--- src/sfd_regs.vh ---
/*
  Opcodes, group codes, address field positions and timing counts for the
  serial flash command decoder. Assumes the includer needs only macros.
*/
// Functional notes
// - during a self-timed erase/program phase, status, ID and other-buffer commands still execute; protection cycles allow status and AB resume only.
// - page read, continuous read, protection/lockdown/security reads are read class.
// - erases, transfer, compare, buffer programs, program-through and rewrite are self-timed class.
// - buffer read, buffer write, status read and ID read are buffer class.
// - protection register erase/program, lockdown, security program are protection class.
// - D2 page read, E8/03/0B continuous reads.
// - D1/D3 slow buffer reads, D4/D6 normal buffer reads.
// - 83/86 program with erase, 88/89 program without erase.
// - 84/87 buffer writes, 82/85 program through buffer.
// - 81 page, 50 block, 7C sector erase; chip erase C7 94 80 9A.
// - prefix 3D 2A 7F then A9, 9A, CF, FC or 30.
// - 32 protection read, 35 lockdown read, 77 security read.
// - security program only from 9B 00 00 00.
// - 53/55 transfer, 60/61 compare, 58/59 rewrite.
// - AB resume, D7 status, 9F ID, B9 power-down.
// - legacy 54, 56, 52, 68, 57 still accepted.
// - binary mode: two don't-care bits, then 22-bit byte address MSB first.
// - fast continuous read takes one dummy byte; slow read none.
// - binary page ops drop low nine bits; block uses A21..A12, sector A21..A16.
// - 528 mode: reserved bit, 13-bit page, 10-bit byte address.
// - status reports busy during any self-timed cycle.
`ifndef SFD_REGS_VH
`define SFD_REGS_VH
// ==========================================
// Groups
`define SFD_GRP_NONE 3'h0
`define SFD_GRP_A 3'h1
`define SFD_GRP_B 3'h2
`define SFD_GRP_C 3'h3
`define SFD_GRP_D 3'h4
`define SFD_GRP_X 3'h5
// ==========================================
// Single-byte opcodes
`define SFD_OP_PGRD 8'hd2
`define SFD_OP_CRLEG 8'he8
`define SFD_OP_CRSLOW 8'h03
`define SFD_OP_CRFAST 8'h0b
`define SFD_OP_B1RDS 8'hd1
`define SFD_OP_B2RDS 8'hd3
`define SFD_OP_B1RD 8'hd4
`define SFD_OP_B2RD 8'hd6
`define SFD_OP_B1PGE 8'h83
`define SFD_OP_B2PGE 8'h86
`define SFD_OP_B1PG 8'h88
`define SFD_OP_B2PG 8'h89
`define SFD_OP_B1WR 8'h84
`define SFD_OP_B2WR 8'h87
`define SFD_OP_B1PT 8'h82
`define SFD_OP_B2PT 8'h85
`define SFD_OP_PGER 8'h81
`define SFD_OP_BLER 8'h50
`define SFD_OP_SCER 8'h7c
`define SFD_OP_PRRD 8'h32
`define SFD_OP_LKRD 8'h35
`define SFD_OP_SRRD 8'h77
`define SFD_OP_B1XF 8'h53
`define SFD_OP_B2XF 8'h55
`define SFD_OP_B1CM 8'h60
`define SFD_OP_B2CM 8'h61
`define SFD_OP_B1RW 8'h58
`define SFD_OP_B2RW 8'h59
`define SFD_OP_RESUME 8'hab
`define SFD_OP_STAT 8'hd7
`define SFD_OP_ID 8'h9f
`define SFD_OP_PDOWN 8'hb9
`define SFD_OP_LB1RD 8'h54
`define SFD_OP_LB2RD 8'h56
`define SFD_OP_LPGRD 8'h52
`define SFD_OP_LCRD 8'h68
`define SFD_OP_LSTAT 8'h57
// ==========================================
// Multi-byte sequences
`define SFD_SEQ_CHIPER 32'hc794_809a
`define SFD_SEQ_SECPG 32'h9b00_0000
`define SFD_SEQ_PROT 24'h3d2a_7f
`define SFD_PF_EN 8'ha9
`define SFD_PF_DIS 8'h9a
`define SFD_PF_ERASE 8'hcf
`define SFD_PF_PROG 8'hfc
`define SFD_PF_LOCK 8'h30
// ==========================================
// Address fields
`define SFD_ADDR_W 22
`define SFD_PAGE_W 13
`define SFD_BYTE_W 10
`define SFD_PAGE_DROP 9
`define SFD_BLOCK_LSB 12
`define SFD_SECTOR_LSB 16
// ==========================================
// Timing
`define SFD_BUSY_NS 20000
`define SFD_CLK_NS 10
`define SFD_BUSY_CYC (`SFD_BUSY_NS / `SFD_CLK_NS)
`endif

--- src/sfd_sync.v ---
/*
  Three-stage input synchroniser with agreement filter.
  Assumes the input is asynchronous to clk.
*/
`timescale 1ns/1ns
module sfd_sync (
  // Clock and reset
  input wire clk,
  input wire srst,
  // Pin in, filtered level and edges out
  input wire pin,
  output reg level,
  output reg rise,
  output reg fall
);
  reg s1;
  reg s2;
  reg s3;
  always @(posedge clk) begin
    if (srst) begin
      s1 <= 1'b0;
      s2 <= 1'b0;
      s3 <= 1'b0;
      level <= 1'b0;
      rise <= 1'b0;
      fall <= 1'b0;
    end else begin
      s1 <= pin;
      s2 <= s1;
      s3 <= s2;
      rise <= 1'b0;
      fall <= 1'b0;
      // Change counts only once stages two and three agree
      if (s2 == s3 && s3 != level) begin
        level <= s3;
        rise <= s3;
        fall <= ~s3;
      end
    end
  end
endmodule

--- src/sfd_busy.v ---
/*
  Self-timed phase counter. Assumes start is a one-cycle pulse.
*/
`timescale 1ns/1ns
module sfd_busy #(
  parameter CYCLES = 2000
) (
  // Clock and reset
  input wire clk,
  input wire srst,
  // Control
  input wire start,
  output reg busy
);
  reg [31:0] count;
  always @(posedge clk) begin
    if (srst) begin
      count <= 32'h0000_0000;
      busy <= 1'b0;
    end else if (start) begin
      count <= CYCLES;
      busy <= 1'b1;
    end else if (count > 32'h0000_0001) begin
      count <= count - 32'h0000_0001;
    end else begin
      count <= 32'h0000_0000;
      busy <= 1'b0;
    end
  end
endmodule

--- src/sfd_decoder.v ---
/*
  Serial flash command decoder: shifts opcode and address bytes from the
  serial pins, classifies commands into four concurrency groups, tracks
  the self-timed phase and flags disallowed commands.
  Assumes serial pins are asynchronous and sampled at the 100 MHz clock.
*/
`timescale 1ns/1ns
`include "sfd_regs.vh"
module sfd_decoder #(
  parameter BUSY_CYCLES = `SFD_BUSY_CYC
) (
  // Clock and reset
  input wire clk,
  input wire srst,
  // Serial pins
  input wire cs_n,
  input wire sck,
  input wire si,
  // Configuration
  input wire binary_page,
  // Decoded command
  output reg cmd_valid,
  output reg [7:0] cmd_code,
  output reg [7:0] cmd_final,
  output reg [2:0] cmd_group,
  output reg cmd_buf2,
  output reg cmd_dummy,
  output reg [21:0] cmd_addr,
  output reg [12:0] cmd_page,
  output reg [9:0] cmd_byte,
  output reg cmd_reject,
  // State
  output reg busy,
  output reg [2:0] active_group,
  output reg active_buf2,
  output reg read_active,
  output reg powered_down
);
  // ==========================================
  // Pin synchronisers
  wire cs_sel;
  wire cs_rise;
  wire cs_fall;
  wire sck_rise;
  wire si_lvl;
  // Select level, not the pin: reset value matches idle, so no false edge
  sfd_sync u_cs (
    .clk(clk),
    .srst(srst),
    .pin(~cs_n),
    .level(cs_sel),
    .rise(cs_fall),
    .fall(cs_rise)
  );
  sfd_sync u_sck (
    .clk(clk),
    .srst(srst),
    .pin(sck),
    .level(),
    .rise(sck_rise),
    .fall()
  );
  sfd_sync u_si (
    .clk(clk),
    .srst(srst),
    .pin(si),
    .level(si_lvl),
    .rise(),
    .fall()
  );

  // ==========================================
  // Self-timed phase timer
  reg timer_start;
  wire timer_busy;
  sfd_busy #(
    .CYCLES(BUSY_CYCLES)
  ) u_busy (
    .clk(clk),
    .srst(srst),
    .start(timer_start),
    .busy(timer_busy)
  );

  // ==========================================
  // Shifter
  reg [31:0] shreg;
  reg [5:0] bitcnt;
  reg framed;
  reg launch;
  reg [31:0] next_shreg;

  always @* begin
    next_shreg = {shreg[30:0], si_lvl};
  end

  // ==========================================
  // Classification of the first byte
  reg [2:0] grp;
  reg buf2;
  reg fast;
  reg multi;
  reg addr_cmd;
  reg selftimed;
  always @* begin
    grp = `SFD_GRP_X;
    buf2 = 1'b0;
    fast = 1'b0;
    multi = 1'b0;
    addr_cmd = 1'b1;
    selftimed = 1'b0;
    case (shreg[31:24])
      `SFD_OP_PGRD, `SFD_OP_CRLEG, `SFD_OP_CRSLOW: grp = `SFD_GRP_A;
      `SFD_OP_CRFAST: begin
        grp = `SFD_GRP_A;
        fast = 1'b1;
      end
      `SFD_OP_PRRD, `SFD_OP_LKRD, `SFD_OP_SRRD: grp = `SFD_GRP_A;
      `SFD_OP_LPGRD, `SFD_OP_LCRD: grp = `SFD_GRP_A;
      `SFD_OP_B1RDS, `SFD_OP_B1RD, `SFD_OP_B1WR, `SFD_OP_LB1RD: grp = `SFD_GRP_C;
      `SFD_OP_B2RDS, `SFD_OP_B2RD, `SFD_OP_B2WR, `SFD_OP_LB2RD: begin
        grp = `SFD_GRP_C;
        buf2 = 1'b1;
      end
      `SFD_OP_STAT, `SFD_OP_LSTAT, `SFD_OP_ID: begin
        grp = `SFD_GRP_C;
        addr_cmd = 1'b0;
      end
      `SFD_OP_B1PGE, `SFD_OP_B1PG, `SFD_OP_B1PT, `SFD_OP_B1XF, `SFD_OP_B1CM, `SFD_OP_B1RW,
      `SFD_OP_PGER, `SFD_OP_BLER, `SFD_OP_SCER: begin
        grp = `SFD_GRP_B;
        selftimed = 1'b1;
      end
      `SFD_OP_B2PGE, `SFD_OP_B2PG, `SFD_OP_B2PT, `SFD_OP_B2XF, `SFD_OP_B2CM, `SFD_OP_B2RW: begin
        grp = `SFD_GRP_B;
        buf2 = 1'b1;
        selftimed = 1'b1;
      end
      `SFD_OP_PDOWN, `SFD_OP_RESUME: begin
        grp = `SFD_GRP_NONE;
        addr_cmd = 1'b0;
      end
      default: begin
        multi = 1'b1;
        addr_cmd = 1'b0;
      end
    endcase
  end

  // ==========================================
  // Four-byte sequences
  reg [2:0] mgrp;
  reg mst;
  always @* begin
    mgrp = `SFD_GRP_X;
    mst = 1'b0;
    if (shreg == `SFD_SEQ_CHIPER) begin
      mgrp = `SFD_GRP_B;
      mst = 1'b1;
    end else if (shreg == `SFD_SEQ_SECPG) begin
      mgrp = `SFD_GRP_D;
      mst = 1'b1;
    end else if (shreg[31:8] == `SFD_SEQ_PROT) begin
      case (shreg[7:0])
        `SFD_PF_ERASE, `SFD_PF_PROG, `SFD_PF_LOCK: begin
          mgrp = `SFD_GRP_D;
          mst = 1'b1;
        end
        `SFD_PF_EN, `SFD_PF_DIS: mgrp = `SFD_GRP_NONE;
        default: mgrp = `SFD_GRP_X;
      endcase
    end
  end

  // ==========================================
  // Concurrency check
  reg allowed;
  reg [2:0] eff_grp;
  always @* begin
    eff_grp = multi ? mgrp : grp;
    allowed = 1'b1;
    if (read_active) begin
      allowed = 1'b0;
    end else if (busy && active_group == `SFD_GRP_B) begin
      // buffer class still runs; other buffer only
      allowed = (eff_grp == `SFD_GRP_C) && (addr_cmd == 1'b0 || buf2 != active_buf2);
    end else if (busy && active_group == `SFD_GRP_D) begin
      allowed = (shreg[31:24] == `SFD_OP_STAT) || (shreg[31:24] == `SFD_OP_LSTAT);
    end
    if (eff_grp == `SFD_GRP_X) begin
      allowed = 1'b0;
    end
  end

  // ==========================================
  // One-byte commands ended by chip select
  reg short_cmd;
  reg short_ok;
  reg [2:0] short_grp;
  always @* begin
    short_cmd = (bitcnt == 6'h08);
    short_grp = `SFD_GRP_C;
    short_ok = !read_active && !(powered_down && shreg[7:0] != `SFD_OP_RESUME);
    case (shreg[7:0])
      `SFD_OP_STAT, `SFD_OP_LSTAT: short_grp = `SFD_GRP_C;
      // only status reads and resume in a protection cycle
      `SFD_OP_ID: short_ok = short_ok && !(busy && active_group == `SFD_GRP_D);
      // power commands; sleep refused while busy
      `SFD_OP_PDOWN: begin
        short_grp = `SFD_GRP_NONE;
        short_ok = short_ok && !busy;
      end
      `SFD_OP_RESUME: short_grp = `SFD_GRP_NONE;
      default: short_cmd = 1'b0;
    endcase
  end

  // ==========================================
  // Address decode
  reg [23:0] abytes;
  reg [21:0] next_addr;
  reg [12:0] next_page;
  reg [9:0] next_byte;
  always @* begin
    abytes = shreg[23:0];
    next_page = abytes[22:10];
    next_byte = abytes[9:0];
    next_addr = abytes[21:0];
    case (shreg[31:24])
      `SFD_OP_BLER: next_addr = {abytes[21:12], 12'h000};
      `SFD_OP_SCER: next_addr = {abytes[21:16], 16'h0000};
      `SFD_OP_SRRD: next_addr = 22'h00_0000;
      `SFD_OP_PGER, `SFD_OP_B1XF, `SFD_OP_B2XF, `SFD_OP_B1CM, `SFD_OP_B2CM,
      `SFD_OP_B1RW, `SFD_OP_B2RW: next_addr = {abytes[21:9], 9'h000};
      default: next_addr = abytes[21:0];
    endcase
  end

  // ==========================================
  // Main sequencer
  always @(posedge clk) begin
    if (srst) begin
      shreg <= 32'h0000_0000;
      bitcnt <= 6'h00;
      framed <= 1'b0;
      cmd_valid <= 1'b0;
      cmd_code <= 8'h00;
      cmd_final <= 8'h00;
      cmd_group <= `SFD_GRP_NONE;
      cmd_buf2 <= 1'b0;
      cmd_dummy <= 1'b0;
      cmd_addr <= 22'h00_0000;
      cmd_page <= 13'h0000;
      cmd_byte <= 10'h000;
      cmd_reject <= 1'b0;
      busy <= 1'b0;
      active_group <= `SFD_GRP_NONE;
      active_buf2 <= 1'b0;
      read_active <= 1'b0;
      powered_down <= 1'b0;
      timer_start <= 1'b0;
      launch <= 1'b0;
    end else begin
      cmd_valid <= 1'b0;
      cmd_reject <= 1'b0;
      timer_start <= 1'b0;
      // busy follows the self-timed phase
      // Plain copy of the timer, so busy stands exactly BUSY_CYCLES
      busy <= timer_busy;
      if (!timer_busy && !timer_start && !busy) begin
        active_group <= `SFD_GRP_NONE;
      end
      if (cs_fall) begin
        framed <= 1'b1;
        bitcnt <= 6'h00;
        shreg <= 32'h0000_0000;
      end else if (framed && cs_sel && sck_rise && bitcnt != 6'h20) begin
        shreg <= next_shreg;
        bitcnt <= bitcnt + 6'h01;
      end
      // Decode only once four bytes are in, not at end of frame
      if (framed && bitcnt == 6'h20) begin
        framed <= 1'b0;
        cmd_code <= shreg[31:24];
        cmd_final <= shreg[7:0];
        cmd_group <= multi ? mgrp : grp;
        cmd_buf2 <= buf2;
        cmd_dummy <= fast;
        cmd_addr <= binary_page ? next_addr : 22'h00_0000;
        cmd_page <= binary_page ? 13'h0000 : next_page;
        cmd_byte <= binary_page ? 10'h000 : next_byte;
        if (powered_down) begin
          cmd_reject <= 1'b1;
        end else if (allowed) begin
          cmd_valid <= 1'b1;
          if (eff_grp == `SFD_GRP_A) begin
            read_active <= 1'b1;
          end
          // self-timed work waits for select release
          launch <= multi ? mst : selftimed;
        end else begin
          cmd_reject <= 1'b1;
        end
      end
      // Short frame: single-byte commands end with chip select
      if (cs_rise && framed) begin
        framed <= 1'b0;
        if (short_cmd) begin
          cmd_code <= shreg[7:0];
          cmd_group <= short_grp;
          cmd_valid <= short_ok;
          cmd_reject <= ~short_ok;
          if (short_ok && shreg[7:0] == `SFD_OP_RESUME) begin
            powered_down <= 1'b0;
          end
          if (short_ok && shreg[7:0] == `SFD_OP_PDOWN) begin
            powered_down <= 1'b1;
          end
        end
      end
      // Self-timed phase starts at chip select release
      if (cs_rise) begin
        read_active <= 1'b0;
        launch <= 1'b0;
        // Refused commands never set launch, so they cannot start the timer
        if (launch && !busy) begin
          timer_start <= 1'b1;
          active_group <= cmd_group;
          active_buf2 <= cmd_buf2;
        end
      end
    end
  end
endmodule

--- config.mk ---
export PLATFORM = sky130hd
export DESIGN_NAME = sfd_decoder
export DESIGN_NICKNAME = d
export VERILOG_FILES = /design/src/sfd_sync.v /design/src/sfd_busy.v /design/src/sfd_decoder.v
export VERILOG_INCLUDE_DIRS = /design/src
export SDC_FILE = /design/constraint.sdc
export NUM_CORES = 1
export LEC_CHECK = 0
export BUFFER_PORTS_ARGS = -buffer_cell sky130_fd_sc_hd__buf_2
export CAP_MARGIN = 10
export CORE_MARGIN = 4
export CORE_UTILIZATION = 63
export CTS_CLUSTER_SIZE = 10
export DETAILED_ROUTE_END_ITERATION = 8
export MAX_ROUTING_LAYER = met4
export PLACE_DENSITY = 0.85
export SYNTH_ARGS = -nofsm -noshare
export SYNTH_HDL_FRONTEND = slang
export SYNTH_HIERARCHICAL = 1
export SYNTH_SLANG_ARGS = --single-unit
--- constraint.sdc ---
create_clock -name clk -period 4.98 [get_ports clk]
set_input_delay 0 -clock clk [delete_from_list [all_inputs] [get_ports clk]]
set_output_delay 0 -clock clk [all_outputs]
set_load 0.02 [all_outputs]
==> After elaboration in Yosys (flattened, before gate mapping) <==
Index checks and enable logic that the tools add are counted.
{ "word_totals": {"output_inout_bits": 75, "register_bits": 164} }
{ "classes": {"add_sub_neg": 2, "reduce_logical": 52, "n_lt_le_gt_ge": 1, "bitwise": 9, "n_eq_ne": 67, "n_mux": 52} }
{ "ops": {"columns": ["operator", "n"], "rows": [
  ["$eq A8 B8 Y1 const B", 27],
  ["$eq A8 B7 Y1 const B", 15],
  ["$pmux W22 S4", 1],
  ["$eq A32 B32 Y1 const B", 2],
  ["$reduce_or A37 Y1", 1],
  ["$gt A32 B1 Y1 const B", 1],
  ["$reduce_or A32 Y1", 1],
  ["$sub A32 B1 Y32 const B", 1],
  ["$mux W3", 10],
  ["$mux W1", 29],
  ["$eq A24 B22 Y1 const B", 1],
  ["$eq A8 B6 Y1 const B", 3],
  ["$mux W8", 3],
  ["$mux W11", 2],
  ["$mux W22", 1],
  ["$logic_and A1 B1 Y1", 20],
  ["$reduce_or A2 Y1", 8],
  ["$reduce_or A15 Y1", 1],
  ["$mux W13", 1],
  ["$pmux W3 S4", 1],
  ["$reduce_or A11 Y1", 1],
  ["$mux W10", 1],
  ["$reduce_or A10 Y1", 1],
  ["$not A1 Y1", 9],
  ["other kinds (26)", 42]
]} }

==> Logic depth before layout (Yosys ltp) <==
Gate-level depths: netlist of the first run.
{ "depth": {"word_depth": 17, "mapped_depth": 11} }

==> By module <==
The synthesis of the first run kept the hierarchy.
{ "by_module_without_submodules": {"columns": ["module", "seq_area_each_um2", "n_inst", "cells_per_inst", "area_per_inst_um2"], "rows": [
  ["sfd_decoder", 2322.2, 1, 675, 5355.1],
  ["sfd_busy", 660.6, 1, 178, 1525.2],
  ["sfd_sync", 120.1, 3, 14, 177.7]
]} }

==> Worst setup path after synthesis of the first run <==
No wires, ideal clock.
{ "synth_timing": {"path_type": "register to register", "from": "register shreg[29]", "to": "register launch", "setup_time_ps": 70, "arrival_ps": 2287, "setup_slack_ps": 2623, "stages_incl_launch_ff": 10, "required_ps": 4910, "period_less_slack_ps": 2357, "cell_sequence": "dfxtp_1 -> buf_6 -> or4b_4 -> or4_4 -> nand3_2 -> or4_4 -> nand2b_4 -> nor4b_2 -> or3_1 -> a21oi_1"} }
{ "synth_via": {"elab_chain_len": 11, "word_cells_on_any_way": 71, "cone_classes": "43 x eq/ne; 16 x mux; 1 x bitwise; 11 x reduce/logical"} }
{ "synth_rtl": {"columns": ["item", "line_no", "source"], "rows": [
  ["start, declared", "sfd_decoder.v:87", "reg [31:0] shreg;"],
  ["start signal, assigned", "sfd_decoder.v:278", "shreg <= next_shreg;"],
  ["parallel branches: the longest is 11 deep, another holds $reduce_or A15 Y1", null, null],
  ["end signal, assigned", "sfd_decoder.v:300", "launch <= multi ? mst : selftimed;"],
  ["end, declared", "sfd_decoder.v:90", "reg launch;"]
]} }
Several ways; the timed one is not identified.
A chain may end at the register's enable or synchronous reset.

==> Worst setup path in the final report of the first run <==
{ "layout_timing": {"from": "register u_busy.count[13]", "to": "register u_busy.count[14]"} }
{ "layout_via": {"elab_chain_len": 3, "word_cells_on_any_way": 4, "cone_classes": "1 x add/sub; 1 x order compare; 1 x bitwise; 1 x reduce/logical"} }
{ "layout_rtl": {"columns": ["item", "line_no", "source"], "rows": [
  ["start, declared", "sfd_busy.v:15", "reg [31:0] count;"],
  ["start signal, assigned", "sfd_busy.v:24", "count <= count - 32'h0000_0001;"],
  ["$gt A32 B1 Y1", "sfd_busy.v:23", "end else if (count > 32'h0000_0001) begin"],
  ["$not A1 Y1 (no source line)", null, null],
  ["$reduce_or A3 Y1 (no source line)", null, null]
]} }
Parallel ways exist; a longest one is shown, timed or not.

==> impl_results.md, run 1 <==
- Status: completed
- Number of global-route vias before repair: 6087
- Fillers: 915
- Final Critical Period: 2.976 ns
- Fmax: 0.3360 GHz
- TritonCTS clock tree: done
- Max VDD drop: 0.6252 mV
- Yosys warnings: 6
- Fin. max-slew vios: 0
- GR Overflow Total: 0
- Initial antenna violation count: 0
- Worst Hold Class: in2reg
- Reg2reg path depth: 5
- WL/cell: 16.87 µm
- WP data required: 5.26 ns
- Hold Fails Final Rpt: 0
- Worst-path clk slew: 0.06 ns
- Non-filler cells, final: 1090
- Max_slew headroom: 0.3423
- Chip Width: 115.8 µm
- Worst hold path stage count: 3
- Synth Instances: 889
- Top sig layer: met4
- Site Rows: 39
- Share of cells above drive strength 1: 0.1447
- DR WL met3: 1126 µm
- Cts repair resizes: 0
- Hold path start: binary_page
- Critical path cell sequence: or4_4 -> nor4_2 -> nand4_1 -> nand2_1 -> nor2_1
- R2r startpoint: u_busy/count[13]$_SDFF_PP0_
- CP Max Fanout: 24
- Total power draw: 0.003689 W
- Crit end category: flop
- Num CTS Buffers: 17
- Boundary Pins: 81
- Die height: 115.8 µm
- Post-Route Skew: 0.01093 ns
- R2r setup slk: 2.00 ns
- Antenna Cells: 0
- Arr. time, crit path: 3.26 ns
- First-pass GRT wire length: 30410 µm
- Pwr per Cell Area: 444.4 nW/µm²
- Input/output buffers: 80
- Worst slew pin tran: 0.9775 ns
- Vias: 6578
- Mapped cell area: 7327 µm²
- Area delta synth->final: 13.29%
- Post-route clock period utilization: 0.5976
- TNS Setup: 0 ns
- Final-report setup violation count: 0
- Drt first pass iters: 5
- H-tree depth: 4
- DR DRC count: 0
- Slowest-stage cell, CP: nand2_1
- WL met1: 8081 µm
- DP Wirelength: 12010 µm
- CORE AREA: 11420 µm²
- GPL Wtd Cong: 0.9398
- Drt initial violations: 681
- Final nets: 944
- Worst Hold Endpoint: cmd_byte[8]$_SDFFE_PP0P_
- Met2 wire length: 8647 µm
- Sink Count: 164
- Largest stage delay, worst path: 0.78 ns
- Dpl cells: 1054
- Clock Tree Buf Depth: 2
- Worst skew pair latency: 0.43 ns
- Unrepaired setup endpoints after global routing: no
- DIE AREA: 13420 µm²
- Min Hold Slack: 0.2104 ns
- Starting Density: 0.6417
- Root Driver: clkbuf_16
- Pin count of the biggest net entering global routing: 62
- Avg Cell Area, Syn: 8.242 µm²
- Syn Nets: 899
- Total of max-cap violations: 0
- Leak pwr: 3.120 nW
- Worst Setup Start Kind: flop
- RR Endpoint: u_busy/count[14]$_SDFF_PP0_
- Total wire length: 18380 µm
- Post-DRT Antenna Nets: 0
- Total GRT Usage: 0.2930
- DR vias/cell: 6.035
- Crit Path Class: reg2reg
## placed cells by master (no fill, tap or decap), types with 9 or more instances in the layout
master / count
nand2_1: 152
xnor2_1: 18
nor2b_1: 13
buf_2: 79
xor2_1: 16
a22oi_1: 26
nand3b_1: 31
inv_1: 11
a21oi_1: 84
dfxtp_1: 164
nand4_1: 15
o21ai_0: 9
nand3_1: 16
or4_1: 9
nor2_1: 106
nor4_1: 11
nor3_1: 27
clkbuf_16: 17
## registers in the layout, summed over array words and instances (netlist names), 3 cells and up
signal	count
active_group	3
bitcnt	6
cmd_addr	22
cmd_byte	10
cmd_code	8
cmd_final	8
cmd_group	3
cmd_page	13
shreg	32
u_busy/count	32
## critical path: cells and delay by family, from the launching register on
family / cells / cell delay, ns
DFF: 1 / 0.34
and+or+nand+nor: 5 / 2.48
## worst max path at each step
stage                                            from                     endpoint  cells past startpoint
after floorplan                shreg[29]$_SDFFE_PP0P_          launch$_SDFFE_PP0P_                      9
after global placement         shreg[25]$_SDFFE_PP0P_        cmd_reject$_SDFF_PP0_                      8
after detailed placement  u_busy/count[13]$_SDFF_PP0_  u_busy/count[12]$_SDFF_PP0_                      5
after CTS                 u_busy/count[13]$_SDFF_PP0_  u_busy/count[14]$_SDFF_PP0_                      5
after global routing      u_busy/count[13]$_SDFF_PP0_  u_busy/count[29]$_SDFF_PP0_                      5
final                     u_busy/count[13]$_SDFF_PP0_  u_busy/count[14]$_SDFF_PP0_                      5
## power breakdown
group / switching (W) / internal (W)
logic: 0.000496 / 0.000360
registers: 0.000119 / 0.00143
clock network: 0.000540 / 0.000742
## per-layer routing
layer,global-route usage,vias to the layer above
li1,-,3198
met5,-,-
met2,0.4407,221
met4,0.1330,0
met1,0.3809,3116
met3,0.05953,43
## stage by stage
step	setup slack [ns]	instance area (µm²)	util
2_1_floorplan	2.624	7327	-
3_3_place_gp	2.172	7681	0.6727
3_5_place_dp	2.089	7681	0.6727
4_1_cts	2.056	8300	0.7269
5_1_grt	1.694	8300	0.7269
6_report	2.004	8300	0.7269
## final cells by class
cell class,instances,area (µm²),share of cell area
clock buffers,18,429.2,0.05170
multi-input cells,650,3734,0.4498
clock inverters,14,150.1,0.01809
well taps,143,178.9,0.02156
inverters,12,45.04,0.005427
flip-flops and latches,164,3283,0.3955
repair buffers,89,480.5,0.05788
## repair_timing
item	4_1_cts	5_1_grt
setup endpoints to repair	0	0
hold endpoints to repair	8	0
buffers inserted	0	0
hold buffers	4	0
Note: power is estimated with default switching activity, not from simulation.
==> inputs of run 2 (changes only) <==
ABC_AREA = 1   (was unset)
CORE_UTILIZATION = 59   (was 63)
PLACE_DENSITY = 0.8   (was 0.85)
clock period = 2.9 ns   (was 4.98 ns; I/O delays follow)
==> impl_results.md, run 2 <==
- Status: completed
- Area delta synth->final: 14.12%
- Sink Count: 164
- Worst Setup Start Kind: flop
- Worst skew pair latency: 0.43 ns
- Unrepaired setup endpoints after global routing: no
- First-pass GRT wire length: 34170 µm
- Vias: 7939
- Initial antenna violation count: 0
- Total wire length: 21440 µm
- Pwr per Cell Area: 777.8 nW/µm²
- Worst-path clk slew: 0.07 ns
- Number of global-route vias before repair: 7065
- Fin. max-slew vios: 0
- Worst slew pin tran: 0.6274 ns
- H-tree depth: 4
- Total GRT Usage: 0.2914
- Yosys warnings: 6
- Boundary Pins: 81
- Leading cell type in the layout, fill and taps excluded: nand2_1
- CORE AREA: 12820 µm²
- Avg Cell Area, Syn: 6.543 µm²
- Root Driver: clkbuf_16
- Fin util: 0.7016
- Leak pwr: 4.162 nW
- Min Hold Slack: 0.04322 ns
- Antenna Cells: 0
- Hold Fails Final Rpt: 0
- Syn Nets: 1215
- Site Rows: 41
- Pin count of the biggest net entering global routing: 45
- Clock Tree Buf Depth: 2
- TNS Setup: 0 ns
- Starting Density: 0.6147
- Chip Width: 123.6 µm
- DP Wirelength: 15510 µm
- Largest regs: shreg x32, u_busy/count x32, cmd_addr x22
- DR DRC count: 0
- WP data required: 3.25 ns
- Max VDD drop: 0.5763 mV
- Num CTS Buffers: 17
- Most frequent cells in the layout: nand2_1 (333), nor2_1 (195), dfxtp_1 (164)
- Drt first pass iters: 6
- Synth Instances: 1205
- Final nets: 1283
- Crit end category: flop
- Final-report setup violation count: 0
- Final Critical Period: 2.410 ns
- Crit Path Class: reg2reg
- DR vias/cell: 5.445
- WL/cell: 14.71 µm
- GR Overflow Total: 0
- Total of max-cap violations: 0
- Fmax: 0.4149 GHz
- Post-CTS setup buffer count: 0
- Mapped cell area: 7884 µm²
- Share of cells above drive strength 1: 0.1213
- Die height: 123.6 µm
- CP Max Fanout: 17
- Drt initial violations: 797
- TritonCTS clock tree: done
- Post-DRT Antenna Nets: 0
- Cts repair resizes: 0
- DIE AREA: 15280 µm²
- Max_slew headroom: 0.5813
- Input/output buffers: 80
- Arr. time, crit path: 2.76 ns
- Fillers: 1128
- GPL Wtd Cong: 0.9739
- Post-route clock period utilization: 0.8311
- Post-Route Skew: 0.01582 ns
- Worst Hold Class: in2reg
==> run 2: cell types whose count changed in the layout (fill, tap and decap cells not counted), moves of 10 or more <==
cell,previous run,this run
nor2_2,1,14
nor2b_1,13,0
nor4_1,11,1
nand2_1,152,333
inv_1,11,113
nand3_1,16,58
a22oi_1,26,0
o21ai_0,9,64
nor2_1,106,195
nand3b_1,31,8
xnor2_1,18,3
a21oi_1,84,125
==> run 2: timing repair <==
item / CTS / global route
setup endpoints to repair: 0 / 0
hold buffers: 3 / 0
hold endpoints to repair: 3 / 0
==> run 2: through the flow <==
stage / setup WS (ns) / cells / cell area [µm²] / total power (W)
after global routing: 0.2366 / 1458 / 8997 / 0.007453
after global placement: 0.6581 / 1423 / 8387 / 0.004720
after CTS: 0.6006 / 1458 / 8997 / 0.006994
after floorplan: 1.118 / 1205 / 7884 / 0.004415
final: 0.4899 / 1458 / 8997 / 0.006998
after detailed placement: 0.6302 / 1423 / 8387 / 0.004774
==> run 2: layout make-up <==
cell class	instances	area, µm²	share of cell area
clock buffers	18	439.2	0.04881
clock inverters	14	141.4	0.01571
inverters	119	446.7	0.04965
multi-input cells	879	3974	0.4417
flip-flops and latches	164	3283	0.3649
well taps	172	215.2	0.02392
repair buffers	92	498.0	0.05535
==> run 2: report_power, final <==
part | leakage [nW] | internal (W) | switching, W
logic | 2.56 | 0.000749 | 0.00142
registers | 1.33 | 0.00245 | 0.000175
clock network | 0.278 | 0.00123 | 0.000978
==> run 2: routing by layer <==
layer | up-vias | GRT usage | wire length, µm
met3 | 29 | 0.04859 | 1461
met4 | 0 | 0.1080 | 472
li1 | 3963 | - | -
met1 | 3651 | 0.3858 | 9640
met5 | - | - | 0
met2 | 296 | 0.4508 | 9869
==> run 2: final timing paths <==
check,from,to,slack [ns],cells past startpoint
worst max register to register,shreg[2]$_SDFFE_PP0P_,powered_down$_SDFFE_PP0P_,0.49,11
worst max-delay path,shreg[2]$_SDFFE_PP0P_,powered_down$_SDFFE_PP0P_,0.49,11
worst min register to register,u_cs/s1$_SDFF_PP0_,u_cs/s2$_SDFF_PP0_,0.41,2
worst min-delay path,srst,cmd_page[4]$_SDFFE_PP0P_,0.04,2
==> run 2: critical path: stages, from the launching register on <==
cell,delay [ns]
dfxtp_1,0.37
inv_1,0.15
nand2_1,0.10
nor2_1,0.18
nand4_1,0.18
nand2_1,0.15
nor2_1,0.06
nor2_2,0.51
inv_1,0.23
nor2_1,0.14
nand2_1,0.08
o22ai_1,0.17
